`src/core/sonet_tx_pkg.sv`:
```
package sonet_tx_pkg;

	// Frame geometry, byte-interleaved STS-12
	localparam int          ROWS      = 9;
	localparam int          COLS      = 1080;
	localparam int          STS1_CNT  = 12;
	localparam int          CH_CNT    = 4;
	localparam logic [3:0]  ROW_LAST  = 4'd8;
	localparam logic [10:0] COL_LAST  = 11'd1079;
	localparam logic [10:0] TOH_COLS  = 11'd36;
	localparam logic [3:0]  M12_LAST  = 4'd11;
	localparam logic [3:0]  PTR_CNT   = 4'd4;

	// Overhead rows and columns
	localparam logic [3:0]  ROW_B1    = 4'd1;
	localparam logic [3:0]  ROW_PTR   = 4'd3;
	localparam logic [3:0]  ROW_B2    = 4'd4;
	localparam logic [3:0]  ROW_LINE  = 4'd3;
	localparam logic [3:0]  ROW_B3    = 4'd1;
	localparam logic [3:0]  ROW_C2    = 4'd2;
	localparam logic [3:0]  ROW_G1    = 4'd3;
	localparam logic [10:0] COL_A2    = 11'd12;
	localparam logic [10:0] COL_END2  = 11'd24;
	localparam logic [10:0] COL_K1    = 11'd12;
	localparam logic [10:0] COL_K2    = 11'd24;
	localparam logic [10:0] COL_SCR   = 11'd35;

	// Overhead values
	localparam logic [7:0]  A1_VAL    = 8'hF6;
	localparam logic [7:0]  A2_VAL    = 8'h28;
	localparam logic [7:0]  PTR_H1    = 8'h62;
	localparam logic [7:0]  PTR_H2    = 8'h0A;
	localparam logic [7:0]  CONC_H1   = 8'h93;
	localparam logic [7:0]  CONC_H2   = 8'hFF;
	localparam logic [7:0]  K2_RDI    = 8'h06;
	localparam logic [7:0]  C2_ATM    = 8'h13;
	localparam logic [7:0]  G1_RDI    = 8'h08;
	localparam logic [7:0]  ALL_ONES  = 8'hFF;
	localparam logic [7:0]  STUFF_VAL = 8'h00;
	localparam logic [6:0]  FSCR_SEED = 7'h7F;

	// Cell format
	localparam logic [5:0]  CELL_LAST = 6'd52;
	localparam logic [5:0]  HEC_POS   = 6'd4;
	localparam logic [7:0]  HEC_POLY  = 8'h07;
	localparam logic [7:0]  HEC_COSET = 8'h55;
	localparam logic [31:0] IDLE_HDR  = 32'h0000_0001;
	localparam logic [7:0]  IDLE_PAY  = 8'h6A;
	localparam int          FIFO_W    = 8;
	localparam int          FIFO_D    = 8;

	typedef enum logic [1:0] {SRC_USER, SRC_TEST, SRC_IDLE} cell_src_t;

	typedef struct packed {
		logic [15:0] assigned;
		logic [15:0] idle;
	} cell_cnt_t;

	typedef struct packed {
		logic path_ais;
		logic path_rdi;
		logic line_ais;
		logic line_rdi;
	} alarm_cmd_t;

endpackage : sonet_tx_pkg

```
`src/core/byte_fifo.sv`:
```
`timescale 1ns/1ps
module byte_fifo
	import sonet_tx_pkg::*;
#(
	parameter int W = FIFO_W,
	parameter int D = FIFO_D
) (
	// Clock and reset
	input  wire logic         clock_i,
	input  wire logic         sys_rst_i,
	// Fill side
	input  wire logic         in_valid_i,
	output logic              in_ready_o,
	input  wire logic [W-1:0] in_data_i,
	// Drain side
	output logic              out_valid_o,
	input  wire logic         out_ready_i,
	output logic [W-1:0]      out_data_o
);
	localparam int AW = $clog2(D);

	if (D < 2 || (1 << AW) != D || W < 1)
	begin : g_bad
		$error("byte_fifo: depth must be a power of two, at least 2");
	end

	logic [W-1:0] mem_q [D];
	logic [AW:0]  wp_q;
	logic [AW:0]  rp_q;

	wire full  = (wp_q[AW] != rp_q[AW]) && (wp_q[AW-1:0] == rp_q[AW-1:0]);
	wire empty = wp_q == rp_q;
	wire push  = in_valid_i && !full;
	wire pop   = out_ready_i && !empty;

	assign in_ready_o  = !full;
	assign out_valid_o = !empty;
	assign out_data_o  = mem_q[rp_q[AW-1:0]];

	always_ff @(posedge clock_i)
	begin
		if (push)
			mem_q[wp_q[AW-1:0]] <= in_data_i;
	end

	always_ff @(posedge clock_i)
	begin
		if (sys_rst_i)
		begin
			wp_q <= '0;
			rp_q <= '0;
		end
		else
		begin
			wp_q <= wp_q + (AW+1)'(push);
			rp_q <= rp_q + (AW+1)'(pop);
		end
	end

endmodule : byte_fifo

```
`src/core/cell_tx_proc.sv`:
```
`timescale 1ns/1ps
module cell_tx_proc
	import sonet_tx_pkg::*;
(
	// Clock and reset
	input  wire logic        clock_i,
	input  wire logic        sys_rst_i,
	// Control
	input  wire logic        active_i,
	input  wire logic        test_en_i,
	input  wire logic        gfc_en_i,
	input  wire logic [31:0] test_hdr_i,
	// Upstream cell buffer
	input  wire logic        up_avail_i,
	input  wire logic [7:0]  up_data_i,
	output logic             up_take_o,
	// Processed bytes
	output logic             out_valid_o,
	input  wire logic        out_ready_i,
	output logic [7:0]       out_data_o,
	// Statistics
	output cell_cnt_t        cnt_o
);
	logic [5:0]  pos_q;
	cell_src_t   src_q;
	cell_src_t   src_now;
	logic [7:0]  crc_q;
	logic [42:0] scr_q;
	logic [7:0]  raw;
	logic [7:0]  hdr_b;
	logic [7:0]  pay_b;

	function automatic logic [7:0] crc8(input logic [7:0] c, input logic [7:0] d);
		logic [7:0] r;
		r = c;
		for (int i = 7; i >= 0; i--)
			r = {r[6:0], 1'b0} ^ ((r[7] ^ d[i]) ? HEC_POLY : 8'h00);
		return r;
	endfunction : crc8

	// Self-synchronising: history holds the last 43 sent bits
	function automatic logic [50:0] scr43(input logic [42:0] h, input logic [7:0] d);
		logic [42:0] s;
		logic [7:0]  o;
		s = h;
		o = 8'h00;
		for (int i = 7; i >= 0; i--)
		begin
			o[i] = d[i] ^ s[42];
			s = {s[41:0], o[i]};
		end
		return {s, o};
	endfunction : scr43

	wire        start  = pos_q == 6'd0;
	wire        fire   = active_i && out_ready_i;
	wire        is_hdr = pos_q < HEC_POS;
	wire        is_hec = pos_q == HEC_POS;
	wire [1:0]  hsel   = 2'd3 - pos_q[1:0];
	wire [7:0]  crc_in = start ? 8'h00 : crc_q;
	wire [50:0] scr_r  = scr43(scr_q, raw);

	// Source fixed for the whole cell at its first byte
	assign src_now = !start ? src_q :
		(up_avail_i && !gfc_en_i) ? SRC_USER :
		test_en_i ? SRC_TEST : SRC_IDLE;

	always_comb
	begin
		case (src_now)
			SRC_USER:
			begin
				hdr_b = up_data_i;
				pay_b = up_data_i;
			end
			SRC_TEST:
			begin
				hdr_b = test_hdr_i[{hsel, 3'b000} +: 8];
				pay_b = crc_q ^ {2'b00, pos_q};
			end
			default:
			begin
				hdr_b = IDLE_HDR[{hsel, 3'b000} +: 8];
				pay_b = IDLE_PAY;
			end
		endcase
		raw = is_hdr ? hdr_b : pay_b;
	end

	// Header stays clear; HEC goes out in the fifth byte
	assign out_data_o  = is_hdr ? raw : is_hec ? crc_q ^ HEC_COSET : scr_r[7:0];
	assign out_valid_o = active_i;
	assign up_take_o   = fire && src_now == SRC_USER && !is_hec;

	always_ff @(posedge clock_i)
	begin
		if (sys_rst_i)
		begin
			pos_q <= 6'd0;
			src_q <= SRC_IDLE;
			crc_q <= 8'h00;
			scr_q <= '0;
			cnt_o <= '0;
		end
		else if (fire)
		begin
			pos_q <= (pos_q == CELL_LAST) ? 6'd0 : pos_q + 6'd1;
			src_q <= src_now;
			if (is_hdr)
				crc_q <= crc8(crc_in, raw);
			if (!is_hdr && !is_hec)
				scr_q <= scr_r[50:8];
			if (pos_q == CELL_LAST && src_q == SRC_USER)
				cnt_o.assigned <= cnt_o.assigned + 16'd1;
			if (pos_q == CELL_LAST && src_q == SRC_IDLE)
				cnt_o.idle <= cnt_o.idle + 16'd1;
		end
	end

endmodule : cell_tx_proc

```
`src/core/sonet_tx_framer.sv`:
```
`timescale 1ns/1ps
module sonet_tx_framer
	import sonet_tx_pkg::*;
#(
	parameter int BUF_DEPTH = FIFO_D
) (
	// Clock and reset
	input  wire logic              clock_i,
	input  wire logic              sys_rst_i,
	// Configuration
	input  wire logic              conc_mode_i,
	input  wire logic [3:0]        test_en_i,
	input  wire logic [3:0]        gfc_en_i,
	input  wire logic [3:0][31:0]  test_hdr_i,
	// Alarm commands and receive-side alarms
	input  wire alarm_cmd_t        alarm_cmd_i,
	input  wire logic              rx_line_alarm_i,
	input  wire logic              rx_path_alarm_i,
	// Upstream cell buffers
	input  wire logic [3:0]        cell_avail_i,
	input  wire logic [3:0][7:0]   cell_data_i,
	output logic [3:0]             cell_take_o,
	// Line side
	output logic [7:0]             line_data_o,
	output logic                   frame_pulse_o,
	// Statistics
	output cell_cnt_t [3:0]        cell_cnt_o
);
	logic [3:0]       row_q;
	logic [10:0]      col_q;
	logic [3:0]       m12_q;
	logic [6:0]       fs_q;
	logic [7:0]       b1_q;
	logic [7:0]       b1_acc_q;
	logic [7:0]       b2_q [STS1_CNT];
	logic [7:0]       b2_acc_q [STS1_CNT];
	logic [7:0]       b3_q [CH_CNT];
	logic [7:0]       b3_acc_q [CH_CNT];
	logic [3:0]       ch_active;
	logic [3:0]       fifo_pop;
	logic [3:0]       fifo_valid;
	logic [3:0][7:0]  fifo_data;
	logic [3:0]       proc_valid;
	logic [3:0]       proc_ready;
	logic [3:0][7:0]  proc_data;
	logic [7:0]       toh_b;
	logic [7:0]       poh_b;
	logic [7:0]       raw;

	// Counters and interleave below serve this geometry only
	localparam int SOH_BYTES = int'(ROW_LINE) * int'(TOH_COLS);
	localparam int LOH_BYTES = (ROWS - int'(ROW_LINE)) * int'(TOH_COLS);
	if (ROWS * COLS != 32'h0000_25F8 || ROWS * int'(TOH_COLS) != 32'h0000_0144)
	begin : g_bad_frame
		$error("sonet_tx_framer: frame must be 9720 bytes with 324 overhead bytes");
	end
	if (SOH_BYTES != 32'h0000_006C || LOH_BYTES != 32'h0000_00D8)
	begin : g_bad_toh
		$error("sonet_tx_framer: section and line overhead split is wrong");
	end
	if (COLS % STS1_CNT != 32'h0000_0000 || STS1_CNT % CH_CNT != 32'h0000_0000 || int'(PTR_CNT) != CH_CNT)
	begin : g_bad_interleave
		$error("sonet_tx_framer: columns must hold whole STS-1 and channel interleaves");
	end
	if (int'(COL_LAST) != COLS - 1 || int'(ROW_LAST) != ROWS - 1 || int'(M12_LAST) != STS1_CNT - 1)
	begin : g_bad_last
		$error("sonet_tx_framer: last row, column or STS-1 index disagrees with the size");
	end
	if (int'(COL_SCR) != int'(TOH_COLS) - 1)
	begin : g_bad_reload
		$error("sonet_tx_framer: scrambler reload must fall just before the envelope");
	end
	// All-zero seed would leave the frame scrambler stuck at zero
	if (FSCR_SEED == 7'h00)
	begin : g_bad_seed
		$error("sonet_tx_framer: frame scrambler seed must not be zero");
	end

	// Cell path: one processor and one buffer per channel
	assign ch_active = conc_mode_i ? 4'b0001 : 4'b1111;

	for (genvar i = 0; i < CH_CNT; i++)
	begin : g_ch
		cell_tx_proc u_proc (
			.clock_i     (clock_i),
			.sys_rst_i   (sys_rst_i),
			.active_i    (ch_active[i]),
			.test_en_i   (test_en_i[i]),
			.gfc_en_i    (gfc_en_i[i]),
			.test_hdr_i  (test_hdr_i[i]),
			.up_avail_i  (cell_avail_i[i]),
			.up_data_i   (cell_data_i[i]),
			.up_take_o   (cell_take_o[i]),
			.out_valid_o (proc_valid[i]),
			.out_ready_i (proc_ready[i]),
			.out_data_o  (proc_data[i]),
			.cnt_o       (cell_cnt_o[i])
		);

		// Processor stalls on a full buffer; the framer drains at line rate
		byte_fifo #(
			.W (FIFO_W),
			.D (BUF_DEPTH)
		) u_fifo (
			.clock_i     (clock_i),
			.sys_rst_i   (sys_rst_i),
			.in_valid_i  (proc_valid[i]),
			.in_ready_o  (proc_ready[i]),
			.in_data_i   (proc_data[i]),
			.out_valid_o (fifo_valid[i]),
			.out_ready_i (fifo_pop[i]),
			.out_data_o  (fifo_data[i])
		);
	end

	// Frame position decode
	wire        row_last  = row_q == ROW_LAST;
	wire        col_last  = col_q == COL_LAST;
	wire        in_toh    = col_q < TOH_COLS;
	wire [10:0] spe_col   = col_q - TOH_COLS;
	wire        in_poh    = !in_toh && (conc_mode_i ? spe_col == 11'd0 : spe_col < 11'd4);
	wire        in_stuff  = !in_toh && conc_mode_i && spe_col != 11'd0 && spe_col < 11'd4;
	wire        in_pay    = !in_toh && !in_poh && !in_stuff;
	wire [1:0]  pay_ch    = conc_mode_i ? 2'd0 : m12_q[1:0];
	wire        ptr_first = conc_mode_i ? m12_q == 4'd0 : m12_q < PTR_CNT;
	wire        frame_beg = row_q == 4'd0 && col_q == 11'd0;
	wire        section   = in_toh && row_q < ROW_LINE;
	wire        scr_on    = !(row_q == 4'd0 && in_toh);

	// Alarm sources
	wire        l_ais     = alarm_cmd_i.line_ais;
	wire        p_ais     = alarm_cmd_i.path_ais;
	wire        l_rdi     = alarm_cmd_i.line_rdi || rx_line_alarm_i;
	wire        p_rdi     = alarm_cmd_i.path_rdi || rx_path_alarm_i;

	// Drain keeps running under AIS so the cell rate stays locked
	assign fifo_pop = in_pay ? (4'b0001 << pay_ch) : 4'b0000;
	wire [7:0]  head_b    = fifo_valid[pay_ch] ? fifo_data[pay_ch] : IDLE_PAY;

	wire [7:0]  h1_b      = p_ais ? ALL_ONES : ptr_first ? PTR_H1 : CONC_H1;
	wire [7:0]  h2_b      = p_ais ? ALL_ONES : ptr_first ? PTR_H2 : CONC_H2;

	// Transport overhead
	always_comb
	begin
		toh_b = 8'h00;
		case (row_q)
			4'd0:
			begin
				if (col_q < COL_A2)
					toh_b = A1_VAL;
				else if (col_q < COL_END2)
					toh_b = A2_VAL;
			end
			ROW_B1:
			begin
				if (col_q == 11'd0)
					toh_b = b1_q;
			end
			ROW_PTR:
			begin
				if (col_q < COL_A2)
					toh_b = h1_b;
				else if (col_q < COL_END2)
					toh_b = h2_b;
			end
			ROW_B2:
			begin
				if (col_q < COL_K1)
					toh_b = b2_q[m12_q];
				else if (col_q == COL_K2 && l_rdi)
					toh_b = K2_RDI;
			end
			default:
				toh_b = 8'h00;
		endcase
	end

	// Path overhead, one column per channel
	always_comb
	begin
		case (row_q)
			ROW_B3:
				poh_b = b3_q[pay_ch];
			ROW_C2:
				poh_b = C2_ATM;
			ROW_G1:
				poh_b = p_rdi ? G1_RDI : 8'h00;
			default:
				poh_b = 8'h00;
		endcase
	end

	// Line AIS overrides everything after the section rows
	always_comb
	begin
		if (l_ais && row_q >= ROW_LINE)
			raw = ALL_ONES;
		else if (in_toh)
			raw = toh_b;
		else if (p_ais)
			raw = ALL_ONES;
		else if (in_poh)
			raw = poh_b;
		else if (in_stuff)
			raw = STUFF_VAL;
		else
			raw = head_b;
	end

	// x7+x6+1 frame scrambler, byte-serial MSB first
	function automatic logic [14:0] fscr(input logic [6:0] s, input logic [7:0] d);
		logic [6:0] t;
		logic [7:0] o;
		t = s;
		o = 8'h00;
		for (int i = 7; i >= 0; i--)
		begin
			o[i] = d[i] ^ t[6];
			t = {t[5:0], t[6] ^ t[5]};
		end
		return {t, o};
	endfunction : fscr

	wire [14:0] fs_r     = fscr(fs_q, raw);
	wire [7:0]  line_b   = scr_on ? fs_r[7:0] : raw;

	// Position counters and frame scrambler state
	always_ff @(posedge clock_i)
	begin
		if (sys_rst_i)
		begin
			row_q <= 4'd0;
			col_q <= 11'd0;
			m12_q <= 4'd0;
			fs_q  <= FSCR_SEED;
		end
		else
		begin
			col_q <= col_last ? 11'd0 : col_q + 11'd1;
			m12_q <= (m12_q == M12_LAST) ? 4'd0 : m12_q + 4'd1;
			if (col_last)
				row_q <= row_last ? 4'd0 : row_q + 4'd1;
			if (row_q == 4'd0 && col_q == COL_SCR)
				fs_q <= FSCR_SEED;
			else if (scr_on)
				fs_q <= fs_r[14:8];
		end
	end

	// Line outputs
	always_ff @(posedge clock_i)
	begin
		if (sys_rst_i)
		begin
			line_data_o   <= 8'h00;
			frame_pulse_o <= 1'b0;
		end
		else
		begin
			line_data_o   <= line_b;
			frame_pulse_o <= frame_beg;
		end
	end

	// B1 over scrambled frame, latched at each frame start
	always_ff @(posedge clock_i)
	begin
		if (sys_rst_i)
		begin
			b1_q     <= 8'h00;
			b1_acc_q <= 8'h00;
		end
		else if (frame_beg)
		begin
			b1_q     <= b1_acc_q;
			b1_acc_q <= line_b;
		end
		else
			b1_acc_q <= b1_acc_q ^ line_b;
	end

	// B2 per STS-1 over line overhead and envelope, before scrambling
	always_ff @(posedge clock_i)
	begin
		if (sys_rst_i)
		begin
			b2_q     <= '{default: 8'h00};
			b2_acc_q <= '{default: 8'h00};
		end
		else if (frame_beg)
		begin
			b2_q     <= b2_acc_q;
			b2_acc_q <= '{default: 8'h00};
		end
		else if (!section)
			b2_acc_q[m12_q] <= b2_acc_q[m12_q] ^ raw;
	end

	// B3 per channel over its envelope bytes
	always_ff @(posedge clock_i)
	begin
		if (sys_rst_i)
		begin
			b3_q     <= '{default: 8'h00};
			b3_acc_q <= '{default: 8'h00};
		end
		else if (frame_beg)
		begin
			b3_q     <= b3_acc_q;
			b3_acc_q <= '{default: 8'h00};
		end
		else if (!in_toh)
			b3_acc_q[pay_ch] <= b3_acc_q[pay_ch] ^ raw;
	end

endmodule : sonet_tx_framer

```
`config.mk`:
```
export PLATFORM = sky130hd
export DESIGN_NAME = sonet_tx_framer
export DESIGN_NICKNAME = d
export VERILOG_FILES = /design/src/core/sonet_tx_pkg.sv /design/src/core/byte_fifo.sv /design/src/core/cell_tx_proc.sv /design/src/core/sonet_tx_framer.sv
export SDC_FILE = /design/constraint.sdc
export NUM_CORES = 2
export LEC_CHECK = 0
export CORE_MARGIN = 2
export CORE_UTILIZATION = 41
export CTS_CLUSTER_SIZE = 20
export DETAILED_ROUTE_END_ITERATION = 8
export DONT_BUFFER_PORTS = 1
export PLACE_DENSITY = 0.61
export SETUP_SLACK_MARGIN = 0.3
export SKIP_CTS_REPAIR_TIMING = 1
export SLEW_MARGIN = 15
export SYNTH_ARGS = -nofsm -noshare
export SYNTH_HDL_FRONTEND = slang
export SYNTH_SLANG_ARGS = --single-unit
```
`constraint.sdc`:
```
create_clock -name clock_i -period 3.8 [get_ports clock_i]
set_clock_uncertainty 0.1 [all_clocks]
set_input_delay 0.19 -clock clock_i [delete_from_list [all_inputs] [get_ports clock_i]]
set_output_delay 0.19 -clock clock_i [all_outputs]
set_load 0.005 [all_outputs]
```
==> metrics.md <==
| Metric | Value |
|---|---|
| Cts bufs inserted | 101 |
| Mapped Avg Cell Area | between 9 and 10 µm² |
| Sequential Area | 21780 µm² |
| Gate power share | 13.8% |
| Top cells by area, synth | dfxtp_1, edfxtp_1, nand2_1 |
| Initial core utilization | between 40% and 50% |
| Hold Crit Class | in2reg |
| Die Wd | about 330 µm |
| Psw | approximately 6.4 mW |
| Via count | 34080 |
| Share of layout cells above drive strength 1 | between 10 and 15% |
| Clock-pin slew on the worst setup and hold paths | roughly 0.060 ns |
| Max VDD drop | approximately 0.35 mV |
| Die height | ~330 µm |
| Post-synth top area cell | dfxtp_1 |
| Tot GR Track Use | 19.77% |
| Async set or reset register ratio after synthesis | 0% |
| Post-Route Setup TNS | 0 ns |
| CTS sink count | roughly 960 |
| CTS Buffer Depth | 3 |
| Most used cell, CP | nor2_1 |
| EDFF count, synth | ~260 |
| Mapped Area | roughly 44000 µm² |
| Critical Path Max Stage Delay | 0.49 ns |
| Multi-input gate area | about 21000 µm² |
| Die area | 110100 µm² |
| DRC viols | 0 |
| Grt ovf | 0 |
| Antenna-violating nets left | 0 |
| H-Tree Depth | 3 |
| Clock root cell | clkbuf_16 |
| Avg WL per Cell | around 18 µm |
| Worst Setup End Kind | register |
| Largest net degree at the start of global routing | around 550 |
| CTS tree | built |
| Worst path slowest cell | dfxtp_4 |
| Max_slew headroom | -113.6% |
| Clock Power Share | approximately two fifths |
| Std cell rows | 120 |
| Synth cell count leaders | nand2_1, dfxtp_1, a21oi_1 |
| Gpl congestion | approximately 0.9 |
| Hold slack | -0.5003 ns |
| Clock latency on the worst-skew pair | just under 0.7 ns |
| Static Leak | between 15 and 20 nW |
| Number of port buffers | 0 |
| Category of the most critical setup path | reg2reg |
| #FFs+latches synth | about 960 |
| Initial DRC Count | around 2600 |
| Final Cycle Share | about nine tenths |
| First-pass GRT wire length | 177300 µm |
| Post-Place Cell Area | roughly 46000 µm² |
| CP delay by family, top | compound AO/OA/AOI/OAI gates |
| YS warnings | 0 |
| Design Power | roughly 25 mW |
| FMAX | 0.2872 GHz |
| Cells along the critical path | buf_12, nor2_1, nor2_1, buf_4, o22ai_1, a221oi_1, nor2_1, o211ai_1, a2111o_1, buf_4, xor2_1, xnor2_1, nor2_1 |
| First-pass DRT Iterations | 8 |
| Setup violators final | 0 |
| Count of cell types in the netlist | 86 |
| Fillers | between 9000 and 10000 |
| Core area | between 100000 and 150000 µm² |
| DR vias/cell | roughly 5.4 |
| Hpwl dp | ~76000 µm |
| P_int | ~18 mW |
| Max-slew violations | ~390 |
| Failing checks | hold timing, slew limit |
| Register-to-register setup slack | about 0.32 ns |
| Critical-path maximum fanout | 16 |
| Synthesized Nets | 4856 |
| Initial antenna violation count | 2 |
| Nets | 5046 |
| Hold Fails Final Rpt | 65 |
| Synth Flop Type | dfxtp_1 |
| Crit path launch type | register |
| Most common cell in the synthesized netlist | nand2_1 |
| Detailed-route wire length | between 100000 and 150000 µm |
| Final min period | 3.482 ns |
| Switching part of the total | a little over a quarter |
| WP data required | 4.15 ns |
| IO Pins | between 300 and 400 |
| Max-Cap Viols | 0 |
| Seq/Total Area, Yosys | 49.38% |
| Slew @ Worst Pin | 3.204 ns |
| Vias in the first global route | roughly 31000 |
| Post-synth top area share | about a third |
| Reg power frac | 45.7% |
| Worst path bufs/invs | 3 |
| P&R area growth vs syn | 18.01% |
| Design area | 52000 µm² |
| Worst path arrival time | 3.83 ns |
| Status | complete, but fails checks |
| Power Density | between 400 and 500 nW/µm² |
| Finished Core Util | 48.64% |
| RSZ-0062 raised after global routing | yes |
| Cells after synthesis | 4628 |
flip-flops by register name, summed over array words and instances, names as in the netlist, 11 cells and up:
register,cells
g_ch.u_fifo.mem_q,256
g_ch.u_proc.scr_q,172
g_ch.u_proc.cnt_o,128
b2_acc_q,96
b2_q,96
b3_acc_q,32
b3_q,32
g_ch.u_proc.crc_q,32
g_ch.u_proc.pos_q,24
g_ch.u_fifo.rp_q,16
g_ch.u_fifo.wp_q,16
col_q,11
cells in the final DEF, fill, tap and decap left out, types with 40 or more instances in the layout:
cell / instances
xor2_1: 164
buf_4: 192
dfxtp_1: 694
a21oi_1: 462
o21ai_0: 104
mux4_2: 137
nor3_1: 46
nand4_1: 41
o22ai_1: 40
and3_1: 43
xnor2_1: 168
nand2_1: 876
nand3_1: 76
dlygate4sd3_1: 226
a211oi_1: 104
clkbuf_16: 105
inv_1: 52
edfxtp_1: 256
nor2_1: 459
mux2i_1: 104
ha_1: 47
cell families (layout without fill, tap and decap cells):
group / count (synthesis) / count (layout) / share of synthesized area (%)
buf+inv: 396 / 672 / 3.498
other cells: 0 / 1 / 0
simple gates: 1750 / 1750 / 17.23
mux: 260 / 260 / 9.850
fa+ha+maj: 47 / 47 / 1.334
xor+xnor: 341 / 341 / 6.860
compound gates: 875 / 875 / 11.85
flops: 959 / 959 / 49.38
per-stage QoR:
step | worst slack (ns) | cells | hold slack (ns)
3_3_place_gp | 0.2400 | 5882 | 0.2002
4_1_cts | 0.1232 | 6071 | -0.5317
5_1_grt | 0.2713 | 6307 | -0.5453
2_1_floorplan | 0.2540 | 4628 | 0.2399
3_5_place_dp | 0.1688 | 5882 | 0.2006
6_report | 0.3183 | 6308 | -0.5003
power by group through the flow:
stage | clock network (mW) | registers [mW] | logic, mW
finish | 9.96 | 11.2 | 3.40
global route | 10.6 | 11.3 | 3.71
floorplan | 0 | 11.3 | 2.63
CTS | 10.2 | 11.2 | 3.27
global placement | 0 | 11.5 | 3.22
detailed placement | 0 | 11.5 | 3.25
worst register-to-register path, cell delays in order (launching register included):
cell      delay, ns
dfxtp_4        0.49
buf_12         0.19
nor2_1         0.11
nor2_1         0.16
buf_4          0.28
o22ai_1        0.14
a221oi_1       0.39
nor2_1         0.11
o211ai_1       0.35
a2111o_1       0.34
buf_4          0.16
xor2_1         0.23
xnor2_1        0.15
nor2_1         0.05
cell type report:
class                           instances  share of cell area (%)
Antenna cell                            1                0.004812
Clock buffer                          140                   5.604
Sequential cell                       959                   41.88
Tap cell                             1403                   3.376
Clock inverter                         49                  0.8806
Timing Repair Buffer                  430                   7.521
Multi-Input combinational cell       3273                   40.35
Inverter                               53                  0.3826
worst paths after layout:
| path | cells after the start | startpoint | endpoint |
|---|---|---|---|
| max | 13 | m12_q[0] | b1_acc_q[1] |
| min | 1 | sys_rst_i | g_ch[1].u_proc.cnt_o[24] |
| max reg2reg | 13 | m12_q[0] | b1_acc_q[1] |
| min reg2reg | 2 | b2_q[71] | b2_q[71] |
layer usage:
metal  wire length (µm)  share of wire (%)  up-vias  GRT usage [%]
met5                 13              0.011        -              0
met4               2727                2.4        2          5.464
met3               6395                5.6      189          3.865
met2              54780                 48      898          32.13
met1              51230                 44    16460          26.86
li1                   -                  -    16530              -
Note: power is estimated with default switching activity, not from simulation.
